### src/pkg/dmc_pkg.sv
// Constants and types for the single DMA channel transfer controller.
// Assumes a 16-bit peripheral bus and a 2 KB dual port RAM window.
`default_nettype none
package dmc_pkg;
    localparam int unsigned CNT_W       = 10;
    localparam int unsigned ADDR_W      = 16;
    localparam int unsigned DATA_W      = 16;
    localparam int unsigned RAMA_W      = 10;
    // Bytes of RAM reachable by the channel
    localparam logic [15:0] RAM_BYTES   = 16'h0800;
    // Control word field positions
    localparam int unsigned CTL_EN      = 15;
    localparam int unsigned CTL_SIZE    = 14;
    localparam int unsigned CTL_DIR     = 13;
    localparam int unsigned CTL_HALF    = 12;
    localparam int unsigned CTL_AM_HI   = 5;
    localparam int unsigned CTL_AM_LO   = 4;
    localparam int unsigned CTL_PP      = 1;
    localparam int unsigned CTL_ONE     = 0;
    localparam logic [15:0] CTL_RESET   = 16'h0000;
    // Addressing field encodings
    localparam logic [1:0]  AM_POSTINC  = 2'h0;
    localparam logic [1:0]  AM_STATIC   = 2'h1;
    // Post-increment steps
    localparam logic [15:0] STEP_WORD   = 16'h0002;
    localparam logic [15:0] STEP_BYTE   = 16'h0001;
    // Buffer entry: dir, oob, byte, address, data
    localparam int unsigned ENT_W       = 3 + ADDR_W + DATA_W;

    typedef enum logic [0:0] {
        ST_IDLE = 1'h0,
        ST_READ = 1'h1
    } dmc_state_t;
endpackage : dmc_pkg
`default_nettype wire

### src/dmc_buf2.sv
// Two-entry FIFO with valid/ready on both sides.
// Assumes a synchronous active-high reset on the shared clock.
`default_nettype none
module dmc_buf2 #(
    parameter int unsigned W = 8
) (
    input  wire logic         mclk,
    input  wire logic         sys_rst,
    input  wire logic         in_valid,
    output logic              in_ready,
    input  wire logic [W-1:0] in_data,
    output logic              out_valid,
    input  wire logic         out_ready,
    output logic [W-1:0]      out_data
);
    typedef struct packed {
        logic [1:0][W-1:0] mem;
        logic              wp;
        logic              rp;
        logic [1:0]        cnt;
    } dmc_buf_t;

    dmc_buf_t s_r;
    dmc_buf_t s_nxt;
    logic     push;
    logic     pop;

    assign in_ready  = (s_r.cnt != 2'h2);
    assign out_valid = (s_r.cnt != 2'h0);
    assign out_data  = s_r.mem[s_r.rp];
    assign push      = in_valid && in_ready;
    assign pop       = out_valid && out_ready;

    always_comb
    begin
        s_nxt = s_r;
        if (push)
        begin
            s_nxt.mem[s_r.wp] = in_data;
            s_nxt.wp          = ~s_r.wp;
        end
        if (pop)
        begin
            s_nxt.rp = ~s_r.rp;
        end
        s_nxt.cnt = s_r.cnt + {1'b0, push} - {1'b0, pop};
    end

    always_ff @(posedge mclk)
    begin
        if (sys_rst)
        begin
            s_r <= '0;
        end
        else
        begin
            s_r <= s_nxt;
        end
    end
endmodule : dmc_buf2
`default_nettype wire

### src/dmc_channel.sv
// One DMA channel: request service, RAM addressing, counting, interrupt flag.
// Assumes read data valid in the same cycle as the registered strobe on both the RAM and the peripheral bus.
`default_nettype none
//Contract
//Block ends after count plus one elements
//Count is elements, not scaled by size
//Out-of-range RAM: drop writes, read zero
//Word or byte elements; words stay aligned
//Word size: post-increment by two
//Byte size: post-increment by one
//Direction clear: peripheral to RAM
//Direction set: RAM to peripheral
//Each channel moves one direction only
//Interrupt at completion or at midpoint
//Midpoint mode: no interrupt at completion
//Midpoint after (count+2)/2 transfers, rounded
//Midpoint select sampled live each element
//Interrupt sets flag; software clears it
//Software enables interrupt to reach CPU
//Manual trigger forces one element
//One-shot, continuous, ping-pong buffer swap
//Addressing field: 00 increment, 01 static
//Indirect: base ORed with peripheral address
//Element counter cleared at block start
module dmc_channel (
    input  wire logic                       mclk,
    input  wire logic                       sys_rst,
    input  wire logic [15:0]                channel_control_reg,
    input  wire logic [dmc_pkg::CNT_W-1:0]  transfer_count_reg,
    input  wire logic [dmc_pkg::ADDR_W-1:0] peripheral_address_reg,
    input  wire logic [dmc_pkg::ADDR_W-1:0] start_offset_primary,
    input  wire logic [dmc_pkg::ADDR_W-1:0] start_offset_secondary,
    input  wire logic                       dma_req,
    input  wire logic                       manual_force,
    input  wire logic [dmc_pkg::ADDR_W-1:0] per_ind_addr,
    input  wire logic [dmc_pkg::DATA_W-1:0] per_rdata,
    input  wire logic                       per_ready,
    output logic [dmc_pkg::ADDR_W-1:0]      per_addr,
    output logic                            per_re,
    output logic                            per_we,
    output logic [dmc_pkg::DATA_W-1:0]      per_wdata,
    input  wire logic [dmc_pkg::DATA_W-1:0] ram_rdata,
    output logic [dmc_pkg::RAMA_W-1:0]      ram_addr,
    output logic                            ram_re,
    output logic                            ram_we,
    output logic [1:0]                      ram_be,
    output logic [dmc_pkg::DATA_W-1:0]      ram_wdata,
    input  wire logic                       channel_irq_enable,
    input  wire logic                       irq_flag_clr,
    output logic                            channel_irq_flag,
    output logic                            irq_out,
    output logic                            busy
);
    import dmc_pkg::*;

    typedef struct packed {
        dmc_state_t          st;
        logic                run;
        logic                en_q;
        logic                sel_b;
        logic [ADDR_W-1:0]   cur;
        logic [CNT_W-1:0]    ecnt;
        logic [ADDR_W-1:0]   ea;
        logic                oob;
        logic                dir;
        logic                byt;
        logic [ADDR_W-1:0]   paddr;
        logic                pre;
        logic                pwe;
        logic [DATA_W-1:0]   pwd;
        logic [RAMA_W-1:0]   raddr;
        logic                rre;
        logic                rwe;
        logic [1:0]          rbe;
        logic [DATA_W-1:0]   rwd;
        logic                flag;
        logic                irq;
    } dmc_chan_t;

    dmc_chan_t         s_r;
    dmc_chan_t         s_nxt;
    logic              c_en;
    logic              c_byte;
    logic              c_dir;
    logic              c_half;
    logic [1:0]        c_am;
    logic              c_pp;
    logic              c_one;
    logic              issue;
    logic              last;
    logic              mid;
    logic              evt;
    logic [ADDR_W-1:0] base;
    logic [ADDR_W-1:0] ea;
    logic              b_in_valid;
    logic              b_in_ready;
    logic [ENT_W-1:0]  b_in_data;
    logic              b_out_valid;
    logic              b_out_ready;
    logic [ENT_W-1:0]  b_out_data;
    logic [DATA_W-1:0] rd_val;

    // Transfer number at which the midpoint falls, for count+1 odd or even
    function automatic logic [CNT_W:0] half_point(input logic [CNT_W-1:0] n);
        logic [CNT_W:0] t;
        t = {1'b0, n} + {{CNT_W{1'b0}}, 1'b1} + {{CNT_W{1'b0}}, 1'b1};
        return {1'b0, t[CNT_W:1]};
    endfunction : half_point

    function automatic logic out_of_range(input logic [ADDR_W-1:0] a);
        return (a >= RAM_BYTES);
    endfunction : out_of_range

    assign c_en   = channel_control_reg[CTL_EN];
    assign c_byte = channel_control_reg[CTL_SIZE];
    assign c_dir  = channel_control_reg[CTL_DIR];
    assign c_half = channel_control_reg[CTL_HALF];
    assign c_am   = channel_control_reg[CTL_AM_HI:CTL_AM_LO];
    assign c_pp   = channel_control_reg[CTL_PP];
    assign c_one  = channel_control_reg[CTL_ONE];
    assign base   = s_r.sel_b ? start_offset_secondary : start_offset_primary;

    // Manual trigger as request
    assign issue = (s_r.st == ST_IDLE) && s_r.run && c_en && b_in_ready
                   && (dma_req || manual_force);

    // Base ORed with peripheral address
    always_comb
    begin
        ea = c_am[1] ? (base | per_ind_addr) : s_r.cur;
        // Words stay aligned
        if (!c_byte)
        begin
            ea[0] = 1'b0;
        end
    end

    // Count plus one elements
    assign last = (s_r.ecnt == transfer_count_reg);
    // Midpoint transfer number
    assign mid  = ({1'b0, s_r.ecnt} + {{CNT_W{1'b0}}, 1'b1})
                  == half_point(transfer_count_reg);
    // Live half select
    assign evt  = issue && (c_half ? mid : last);

    // Out-of-range reads give zero
    always_comb
    begin
        rd_val = '0;
        if (!s_r.oob)
        begin
            if (!s_r.byt)
            begin
                rd_val = ram_rdata;
            end
            else
            begin
                rd_val[7:0] = s_r.ea[0] ? ram_rdata[15:8] : ram_rdata[7:0];
            end
        end
    end

    assign b_in_valid  = (s_r.st == ST_READ);
    assign b_in_data   = {s_r.dir, s_r.oob, s_r.byt, s_r.ea,
                          s_r.dir ? rd_val : per_rdata};
    // Peripheral back-pressure stalls draining; RAM always accepts
    assign b_out_ready = b_out_data[ENT_W-1] ? per_ready : 1'b1;

    dmc_buf2 #(
        .W (ENT_W)
    ) u_buf (
        .mclk      (mclk),
        .sys_rst   (sys_rst),
        .in_valid  (b_in_valid),
        .in_ready  (b_in_ready),
        .in_data   (b_in_data),
        .out_valid (b_out_valid),
        .out_ready (b_out_ready),
        .out_data  (b_out_data)
    );

    always_comb
    begin
        logic [DATA_W-1:0] d;
        logic [ADDR_W-1:0] a;
        d = b_out_data[DATA_W-1:0];
        a = b_out_data[DATA_W+ADDR_W-1:DATA_W];
        s_nxt = s_r;
        s_nxt.en_q = c_en;
        s_nxt.pre  = 1'b0;
        s_nxt.pwe  = 1'b0;
        s_nxt.rre  = 1'b0;
        s_nxt.rwe  = 1'b0;
        // One-shot or continuous arm on enable
        if (c_en && !s_r.en_q)
        begin
            s_nxt.run   = 1'b1;
            s_nxt.sel_b = 1'b0;
            s_nxt.cur   = start_offset_primary;
            s_nxt.ecnt  = '0;
        end
        else if (!c_en)
        begin
            s_nxt.run = 1'b0;
        end
        case (s_r.st)
            ST_IDLE:
            begin
                if (issue)
                begin
                    s_nxt.st   = ST_READ;
                    s_nxt.ea   = ea;
                    s_nxt.oob  = out_of_range(ea);
                    s_nxt.dir  = c_dir;
                    s_nxt.byt  = c_byte;
                    // One direction per channel
                    if (!c_dir)
                    begin
                        // Read peripheral first
                        s_nxt.pre   = 1'b1;
                        s_nxt.paddr = peripheral_address_reg;
                    end
                    else
                    begin
                        // Read RAM first
                        s_nxt.rre   = !out_of_range(ea);
                        s_nxt.raddr = ea[RAMA_W:1];
                    end
                    // Addressing mode select
                    if (c_am == AM_POSTINC)
                    begin
                        // Step by size
                        s_nxt.cur = ea + (c_byte ? STEP_BYTE : STEP_WORD);
                    end
                    else if (c_am == AM_STATIC)
                    begin
                        s_nxt.cur = ea;
                    end
                    else
                    begin
                        s_nxt.cur = ea;
                    end
                    // Count elements unscaled
                    s_nxt.ecnt = s_r.ecnt + {{(CNT_W-1){1'b0}}, 1'b1};
                    if (last)
                    begin
                        // Counter cleared per block
                        s_nxt.ecnt = '0;
                        // Ping-pong and one-shot
                        s_nxt.sel_b = c_pp ? ~s_r.sel_b : s_r.sel_b;
                        s_nxt.cur   = (c_pp && !s_r.sel_b) ? start_offset_secondary
                                                           : start_offset_primary;
                        if (c_one && (!c_pp || s_r.sel_b))
                        begin
                            s_nxt.run = 1'b0;
                        end
                    end
                end
            end
            ST_READ:
            begin
                s_nxt.st = ST_IDLE;
            end
            default:
            begin
                s_nxt.st = ST_IDLE;
            end
        endcase
        if (b_out_valid && b_out_ready)
        begin
            if (b_out_data[ENT_W-1])
            begin
                s_nxt.pwe   = 1'b1;
                s_nxt.paddr = peripheral_address_reg;
                s_nxt.pwd   = d;
            end
            else
            begin
                // Out-of-range writes dropped
                s_nxt.rwe   = !b_out_data[ENT_W-2];
                s_nxt.raddr = a[RAMA_W:1];
                s_nxt.rbe   = !b_out_data[ENT_W-3] ? 2'h3 : (a[0] ? 2'h2 : 2'h1);
                s_nxt.rwd   = b_out_data[ENT_W-3] ? {d[7:0], d[7:0]} : d;
            end
        end
        // Set wins over clear
        s_nxt.flag = (s_r.flag && !irq_flag_clr) || evt;
        // Enable gates the request
        s_nxt.irq  = s_nxt.flag && channel_irq_enable;
    end

    always_ff @(posedge mclk)
    begin
        if (sys_rst)
        begin
            s_r    <= '0;
            s_r.st <= ST_IDLE;
        end
        else
        begin
            s_r <= s_nxt;
        end
    end

    assign per_addr         = s_r.paddr;
    assign per_re           = s_r.pre;
    assign per_we           = s_r.pwe;
    assign per_wdata        = s_r.pwd;
    assign ram_addr         = s_r.raddr;
    assign ram_re           = s_r.rre;
    assign ram_we           = s_r.rwe;
    assign ram_be           = s_r.rbe;
    assign ram_wdata        = s_r.rwd;
    assign channel_irq_flag = s_r.flag;
    assign irq_out          = s_r.irq;
    assign busy             = s_r.run;
endmodule : dmc_channel
`default_nettype wire

### config.mk
export PLATFORM = sky130hd
export DESIGN_NAME = dmc_channel
export DESIGN_NICKNAME = d
export VERILOG_FILES = /design/src/pkg/dmc_pkg.sv /design/src/dmc_buf2.sv /design/src/dmc_channel.sv
export SDC_FILE = /design/constraint.sdc
export NUM_CORES = 1
export LEC_CHECK = 0
export BUFFER_PORTS_ARGS = -buffer_cell sky130_fd_sc_hd__buf_2
export CAP_MARGIN = 40
export CORE_MARGIN = 1
export CORE_UTILIZATION = 35
export CTS_CLUSTER_SIZE = 8
export DETAILED_ROUTE_END_ITERATION = 7
export PLACE_DENSITY = 0.67
export SETUP_SLACK_MARGIN = 0.02
export SYNTH_ARGS = -nofsm -noshare
export SYNTH_HDL_FRONTEND = slang
export SYNTH_SLANG_ARGS = --single-unit
### constraint.sdc
create_clock -name mclk -period 3.58 [get_ports mclk]
set_input_delay 0.179 -clock mclk [delete_from_list [all_inputs] [get_ports mclk]]
set_output_delay 0.179 -clock mclk [all_outputs]
set_load 0.005 [all_outputs]
==> results of run 1 <==
==> final cells by class <==
class / count / area, sq um
fill: 2501 / 14700
clock buffer: 17 / 425
multi-input combinational: 764 / 4710
inverter: 14 / 52.6
antenna: 1 / 2.50
timing repair buffer: 214 / 1190
sequential: 174 / 3480
tap: 330 / 413
clock inverter: 14 / 180
==> layout by cell type (no fill, tap or decap), types with 4 or more instances in the layout <==
cell / instances
nand3_1: 34
buf_4: 15
nand2b_1: 5
a221oi_1: 4
nor2_1: 102
dfxtp_1: 173
o221ai_1: 6
a22oi_1: 4
o21ai_0: 22
nand4_1: 6
xor2_1: 17
a21o_1: 4
inv_1: 11
xnor2_1: 32
ha_1: 5
mux2i_1: 59
nand2_1: 143
buf_2: 186
mux2_2: 4
and3_1: 12
dlygate4sd3_1: 12
a311oi_1: 11
a211oi_1: 91
nor2b_1: 33
a21oi_1: 97
clkbuf_16: 17
nor3_1: 8
a22o_1: 13
==> per-stage QoR <==
step / std cells / hold slack (ps)
4_1_cts: 1527 / 3.08
3_5_place_dp: 1484 / 429
6_report: 1528 / 13.5
3_3_place_gp: 1482 / 427
5_1_grt: 1527 / 10.0
2_1_floorplan: 1085 / 315
==> kinds of logic (layout without fill, tap and decap cells) <==
family	Yosys count	in the layout	share of synthesized area, %
simple gates	364	364	18.5
compound gates	282	282	21.0
flops	174	174	38.8
buf+inv	147	259	8.91
mux	63	63	7.09
xor+xnor	49	49	4.78
fa+ha+maj	6	6	0.921
other cells	0	1	0
==> routing by layer <==
| metal | up-vias | GRT usage (%) |
|---|---|---|
| met2 | 242 | 27.4 |
| met1 | 3581 | 24.8 |
| met3 | 17 | 3.86 |
| li1 | 3971 | - |
| met4 | 0 | 4.37 |
| met5 | - | 0 |
==> power by group through the flow <==
stage | Sequential, mW | Clock (mW) | Combinational (mW)
after floorplan | 2.25 | 0 | 0.894
after global placement | 2.28 | 0 | 1.09
after detailed placement | 2.29 | 0 | 1.11
after CTS | 2.25 | 1.98 | 1.12
after global routing | 2.27 | 2.07 | 1.24
final | 2.25 | 1.94 | 1.11
==> state kept, by name, summed over array words and instances (netlist names) <==
name              count
irq_out               1
busy                  1
per_we                1
per_re                1
channel_irq_flag      1
b_in_data            14
ram_we                1
per_addr             16
b_in_valid            1
s_r                  28
ram_re                1
ram_wdata            16
ram_be                2
u_buf.s_r            64
per_wdata            16
ram_addr             10
==> worst reg2reg max path, stage by stage, from the launching register on <==
cell and delay (ps):
dfxtp_1 340, buf_4 200, nor2b_1 120, a211oi_1 60
a21oi_1 230, nand2_1 140, fa_1 420, nor3_1 340
nand4_1 250, nor2_1 190, xor2_1 180, a221oi_1 90
==> timing repair <==
item,4_1_cts,5_1_grt
hold buffers,12,0
gates resized for setup,0,0
hold endpoints to repair,12,0
==> worst paths after layout <==
check,endpoint,slack (ps)
max reg2reg,s_r[109],880
min reg2reg,per_addr[15],450
min,per_addr[10],10
max,s_r[109],880
==> flow_summary.toml, run 1 <==
[clock_tree]
cts_tree = "built"
ctsHtreeMaxLevel = 4
clk_root_buffer_cell = "clkbuf_16"
clock_sink_count = 174
cts.reportedPaths.clkPinSlew_ps = 70
clock_path_buffers = 2
cts_setup_buffers = 0
clock_latency_ps = 420
number_of_buffers_inserted_during_clock_tree_synthesis = 17

[min_path]
min_from = "peripheral_address_reg[10]"
hold_removal_path_class = "input pin to register"
worst_hold_path.num_cells = 3

[pwr]
cellPowerDensity_nw_per_um2 = 507
power.switching_fraction_pct = 30.1
share_clk_of_total_power_pct = 36.7
reported_net_switching_power_mw = 1.59
static_power_due_to_leakage_nw = 4.04
share_comb_of_total_power_pct = 21.0
pwr-share-seq_pct = 42.4
total_power_mw = 5.30
cellInternalPower_mw = 3.71
peakVddDrop_mv = 0.297

[final_layout]
share_of_cells_above_drive_strength_1_pct = 21.6
finish.utilization_pct = 41.5
post-route-cell-area_sq_um = 10500
number_of_nets_in_the_layout = 1320
area.growth.synth_to_final_pct = 16.6

[placed_design]
place_ws_ps = 892
place_hpwl_microns = 16700
io_buffer_count = 187
placed_cell_area_sq_um = 9730
finalWeightedCongestion = 0.893

[sta]
slew_headroom_pct = 41.4
timing.final.ws_setup_ps = 876
tightest_slew_ps = 879
hold_viol_final = 0
finClkSkew_ps = 11.6
fin_crit_ps = 2700
slew_violations = 0
report.final.setup_viol = 0
totalNegativeSetupSlack_ps = 0
maxClockFrequency_mhz = 370
grt_setup_unrepaired = "false"
min_period_over_period_pct = 75.5

[route]
top_layer = "met4"
antenna_left = 0
wirelength_microns = 23400
vias_per_cell = 5.11
drt-pass1-iter-count = 4
drt-initial-drc-count = 453
met1_length_microns = 11400
routedWlPerCell_microns = 15.3
post-route-drc-count = 0
wl_met2_microns = 10300
met3RoutedLength_microns = 1440
routed-via-count = 7811

[die]
fp.dieH_microns = 162
num_rows = 58
die_area_sq_um = 26300
core_area_sq_um = 25200
die_x_microns = 162
initial_core_util_pct = 35.6
top_level_ports = 196

[critical_path]
critical_path.n_buffers_inverters = 1
setup.worst_path.class = "register to register"
worstRegToRegCells = 11
crit-reg2reg-launch = "s_r[111]"
path_cells = "buf_4, nor2b_1, a211oi_1, a21oi_1, nand2_1, fa_1, nor3_1, nand4_1, nor2_1, xor2_1, a221oi_1"
setup.worst_path.end_class = "register"
worst_path_largest_cell_delay_ps = 420
cp-startpoint = "s_r[111]"
path_depth = 11
crit_path_top_delay_cell = "fa_1"
worst_path_dominant_cell_family = "simple AND/OR/NAND/NOR gates"
critical_path.max_fanout = 17
worst_setup_path_start_kind = "register"
worst_ep_required_ps = 3850
worst-endpoint-arrival_ps = 2980

[synth]
synth.top_cells.by_area = "dfxtp_1, a211oi_1, mux2i_1, nand2_1, a21oi_1"
synth_ff_type = "dfxtp_1"
yosys.cell_count.top_type = "dfxtp_1"
asyncSetResetFlopFracSynth_pct = 0
ys_seq_area_share_pct = 38.8
mappedNetlistNets = 1220
syn_area_per_cell_sq_um = 8.27
post_synth_instance_area_sq_um = 8970
synth-edff-count = 0
syn_inst = 1085
ys_warn_count = 0
yosys.cell_types.count = 60
postSynthRegisterBits = 174
yosys.area.top_type_share_pct = 38.8
synthDominantAreaCellType = "dfxtp_1"
synth_top_cells_by_count = "dfxtp_1, nand2_1, nor2_1"

[grt]
antenna_violations_before_repair = 1
grt_max_degree = 76
total_grt_overflow = 0
grt_pass1_vias = 7102
grt_usage_pct = 17.7
first_pass_grt_wire_length_microns = 37200

[outcome]
status = "complete, no violations"

[run]
cap_violations = 0
No activity file was read; power rests on OpenSTA's default activity.
==> inputs of run 2 (changes only) <==
--- a/config.mk
+++ b/config.mk
@@ -5,6 +5,7 @@
 export SDC_FILE = /design/constraint.sdc
 export NUM_CORES = 1
 export LEC_CHECK = 0
+export ABC_AREA = 1
 export BUFFER_PORTS_ARGS = -buffer_cell sky130_fd_sc_hd__buf_2
 export CAP_MARGIN = 40
 export CORE_MARGIN = 1
==> constraint.sdc (replaced) <==
create_clock -name mclk -period 2.6 [get_ports mclk]
set_input_delay 0.13 -clock mclk [delete_from_list [all_inputs] [get_ports mclk]]
set_output_delay 0.13 -clock mclk [all_outputs]
set_load 0.005 [all_outputs]
==> run 2 against run 1 <==
  * Clock-buffer cell count is the same
  * Utilization is essentially flat
  * Clock power grew 36%
  * Largest cell class unchanged
==> flow_summary.toml, run 2 <==
[outcome]
status = "complete, no violations"

[synth]
post_synth_instance_area_sq_um = 9530
synth_ff_type = "dfxtp_1"
synthDominantAreaCellType = "dfxtp_1"
ys_seq_area_share_pct = 36.5
syn_inst = 1395
yosys.cell_count.top_type = "nand2_1"
syn_area_per_cell_sq_um = 6.83
postSynthRegisterBits = 174
synth_top_cells_by_count = "nand2_1, inv_1, dfxtp_1"
yosys.cell_types.count = 46
asyncSetResetFlopFracSynth_pct = 0
ys_warn_count = 0
yosys.area.top_type_share_pct = 36.5
synth-edff-count = 0
synth.top_cells.by_area = "dfxtp_1, nand2_1, o21ai_0, inv_1, a21oi_1"
mappedNetlistNets = 1530

[critical_path]
worst_setup_path_start_kind = "register"
setup.worst_path.class = "register to register"
worst-endpoint-arrival_ps = 2710
critical_path.max_fanout = 8
worst_ep_required_ps = 2920
setup.worst_path.end_class = "register"

[grt]
first_pass_grt_wire_length_microns = 43100
antenna_violations_before_repair = 1
grt_max_degree = 39
grt_pass1_vias = 8416
grt_usage_pct = 19.1
total_grt_overflow = 0

[route]
wl_met2_microns = 11600
drt-pass1-iter-count = 6
drt-initial-drc-count = 618
met3RoutedLength_microns = 1610
post-route-drc-count = 0
antenna_left = 0
top_layer = "met5"
wirelength_microns = 26300
routedWlPerCell_microns = 14.1
vias_per_cell = 4.94
met1_length_microns = 12700
routed-via-count = 9256

[sta]
grt_setup_unrepaired = "false"
hold_viol_final = 0
report.final.setup_viol = 0
totalNegativeSetupSlack_ps = 0
slew_violations = 0
tightest_slew_ps = 784
fin_crit_ps = 2390
min_period_over_period_pct = 91.8
slew_headroom_pct = 47.7
finClkSkew_ps = 15.1
maxClockFrequency_mhz = 419

[placed_design]
io_buffer_count = 187
place_hpwl_microns = 18800
placed_cell_area_sq_um = 10200
finalWeightedCongestion = 0.863

[pwr]
cellPowerDensity_nw_per_um2 = 694
peakVddDrop_mv = 0.454
static_power_due_to_leakage_nw = 4.85

[die]
top_level_ports = 196
fp.dieH_microns = 167
core_area_sq_um = 26800
initial_core_util_pct = 35.6
die_area_sq_um = 27900
die_x_microns = 167
num_rows = 60

[final_layout]
n_antenna_cell = 0
mostFrequentLayoutCells = "nand2_1, buf_2, inv_1"
layout_commonest_cell = "nand2_1"
share_of_cells_above_drive_strength_1_pct = 20.0
number_of_nets_in_the_layout = 1653
post-route-cell-area_sq_um = 11100
largest_register_ffs = 64
area.growth.synth_to_final_pct = 16.8
reg_top3 = "u_buf.s_r x64, s_r x28"
fillers = 2770
largest_register_by_flop_count = "u_buf.s_r"

[clock_tree]
cts.reportedPaths.clkPinSlew_ps = 70
number_of_buffers_inserted_during_clock_tree_synthesis = 17
clock_path_buffers = 2
ctsHtreeMaxLevel = 4
cts_tree = "built"
clock_latency_ps = 440
clock_sink_count = 174
clk_root_buffer_cell = "clkbuf_16"

[min_path]
hold_removal_path_class = "input pin to register"

[run]
cap_violations = 0
-- run 2: cell types whose count changed after synthesis, moves of 13 or more --
cell / delta
a211oi_1: -85
a22o_1: -13
nand3_1: +41
a21oi_1: +33
mux2i_1: -59
nor2b_1: -34
o21ai_0: +134
nand2_1: +109
inv_1: +166
o21ai_1: +18
xnor2_1: -29
o22ai_1: +29
-- run 2: cell type report --
cell class	count	area, sq um	area share [%]
clock buffers	17	425	3.82
inverters	191	719	6.46
repair buffers	238	1380	12.4
clock inverters	15	189	1.70
multi-input cells	896	4510	40.5
flip-flops and latches	174	3480	31.3
well taps	341	427	3.83
-- run 2: layer usage --
metal / vias up / track usage [%]
met5: - / 0
met4: 2 / 5.31
met3: 32 / 3.37
met2: 288 / 29.7
met1: 4203 / 27.0
li1: 4731 / -
-- run 2: power breakdown --
| part | switching (mW) | internal [mW] | total [mW] |
|---|---|---|---|
| clock | 1.25 | 1.39 | 2.64 |
| sequential | 0.152 | 2.94 | 3.09 |
| combinational | 1.32 | 0.674 | 1.99 |
| total | 2.72 | 5.00 | 7.73 |
-- run 2: timing repair --
item | in CTS | in global routing
endpoints found under the setup margin | 0 | 7
hold endpoints to repair | 25 | 0
resized for setup | 0 | 3
hold buffers | 25 | 0
buffers inserted | 0 | 1
-- run 2: worst paths after layout --
kind / from / to / slack (ps) / depth (start not counted)
max: s_r[111] / s_r[107] / 210 / 12
min: sys_rst / b_in_valid / 10 / 2
max reg2reg: s_r[111] / s_r[107] / 210 / 12
min reg2reg: u_buf.s_r[15] / u_buf.s_r[15] / 450 / 2
-- run 2: kinds of logic after synthesis --
kind of cell	synth area share [%]
simple gates	22.6
compound gates	22.4
buf+inv	16.4
flops	36.5
xor+xnor	1.19
fa+ha+maj	0.866
-- run 2: per-stage QoR --
step	cells	setup slack, ps	power (mW)	util [%]	hold slack [ps]
after floorplan	1395	378	4.61	-	239
after global placement	1814	206	5.06	38.2	347
after detailed placement	1814	195	5.09	38.2	350
after CTS	1871	151	7.77	41.4	1.71
after global routing	1872	11.4	8.18	41.5	14.1
final	1872	212	7.73	41.5	12.9
-- run 2: worst max-delay path, stage by stage (launching register included) --
cell and delay [ps]:
dfxtp_1 340, buf_4 170, o211ai_1 270, o21ai_2 130, fa_1 380, inv_1 90, nand4_1 130, nor2_2 170
nand3_2 130, nor2_4 140, nand2_1 110, xor2_2 160, a21oi_2 60
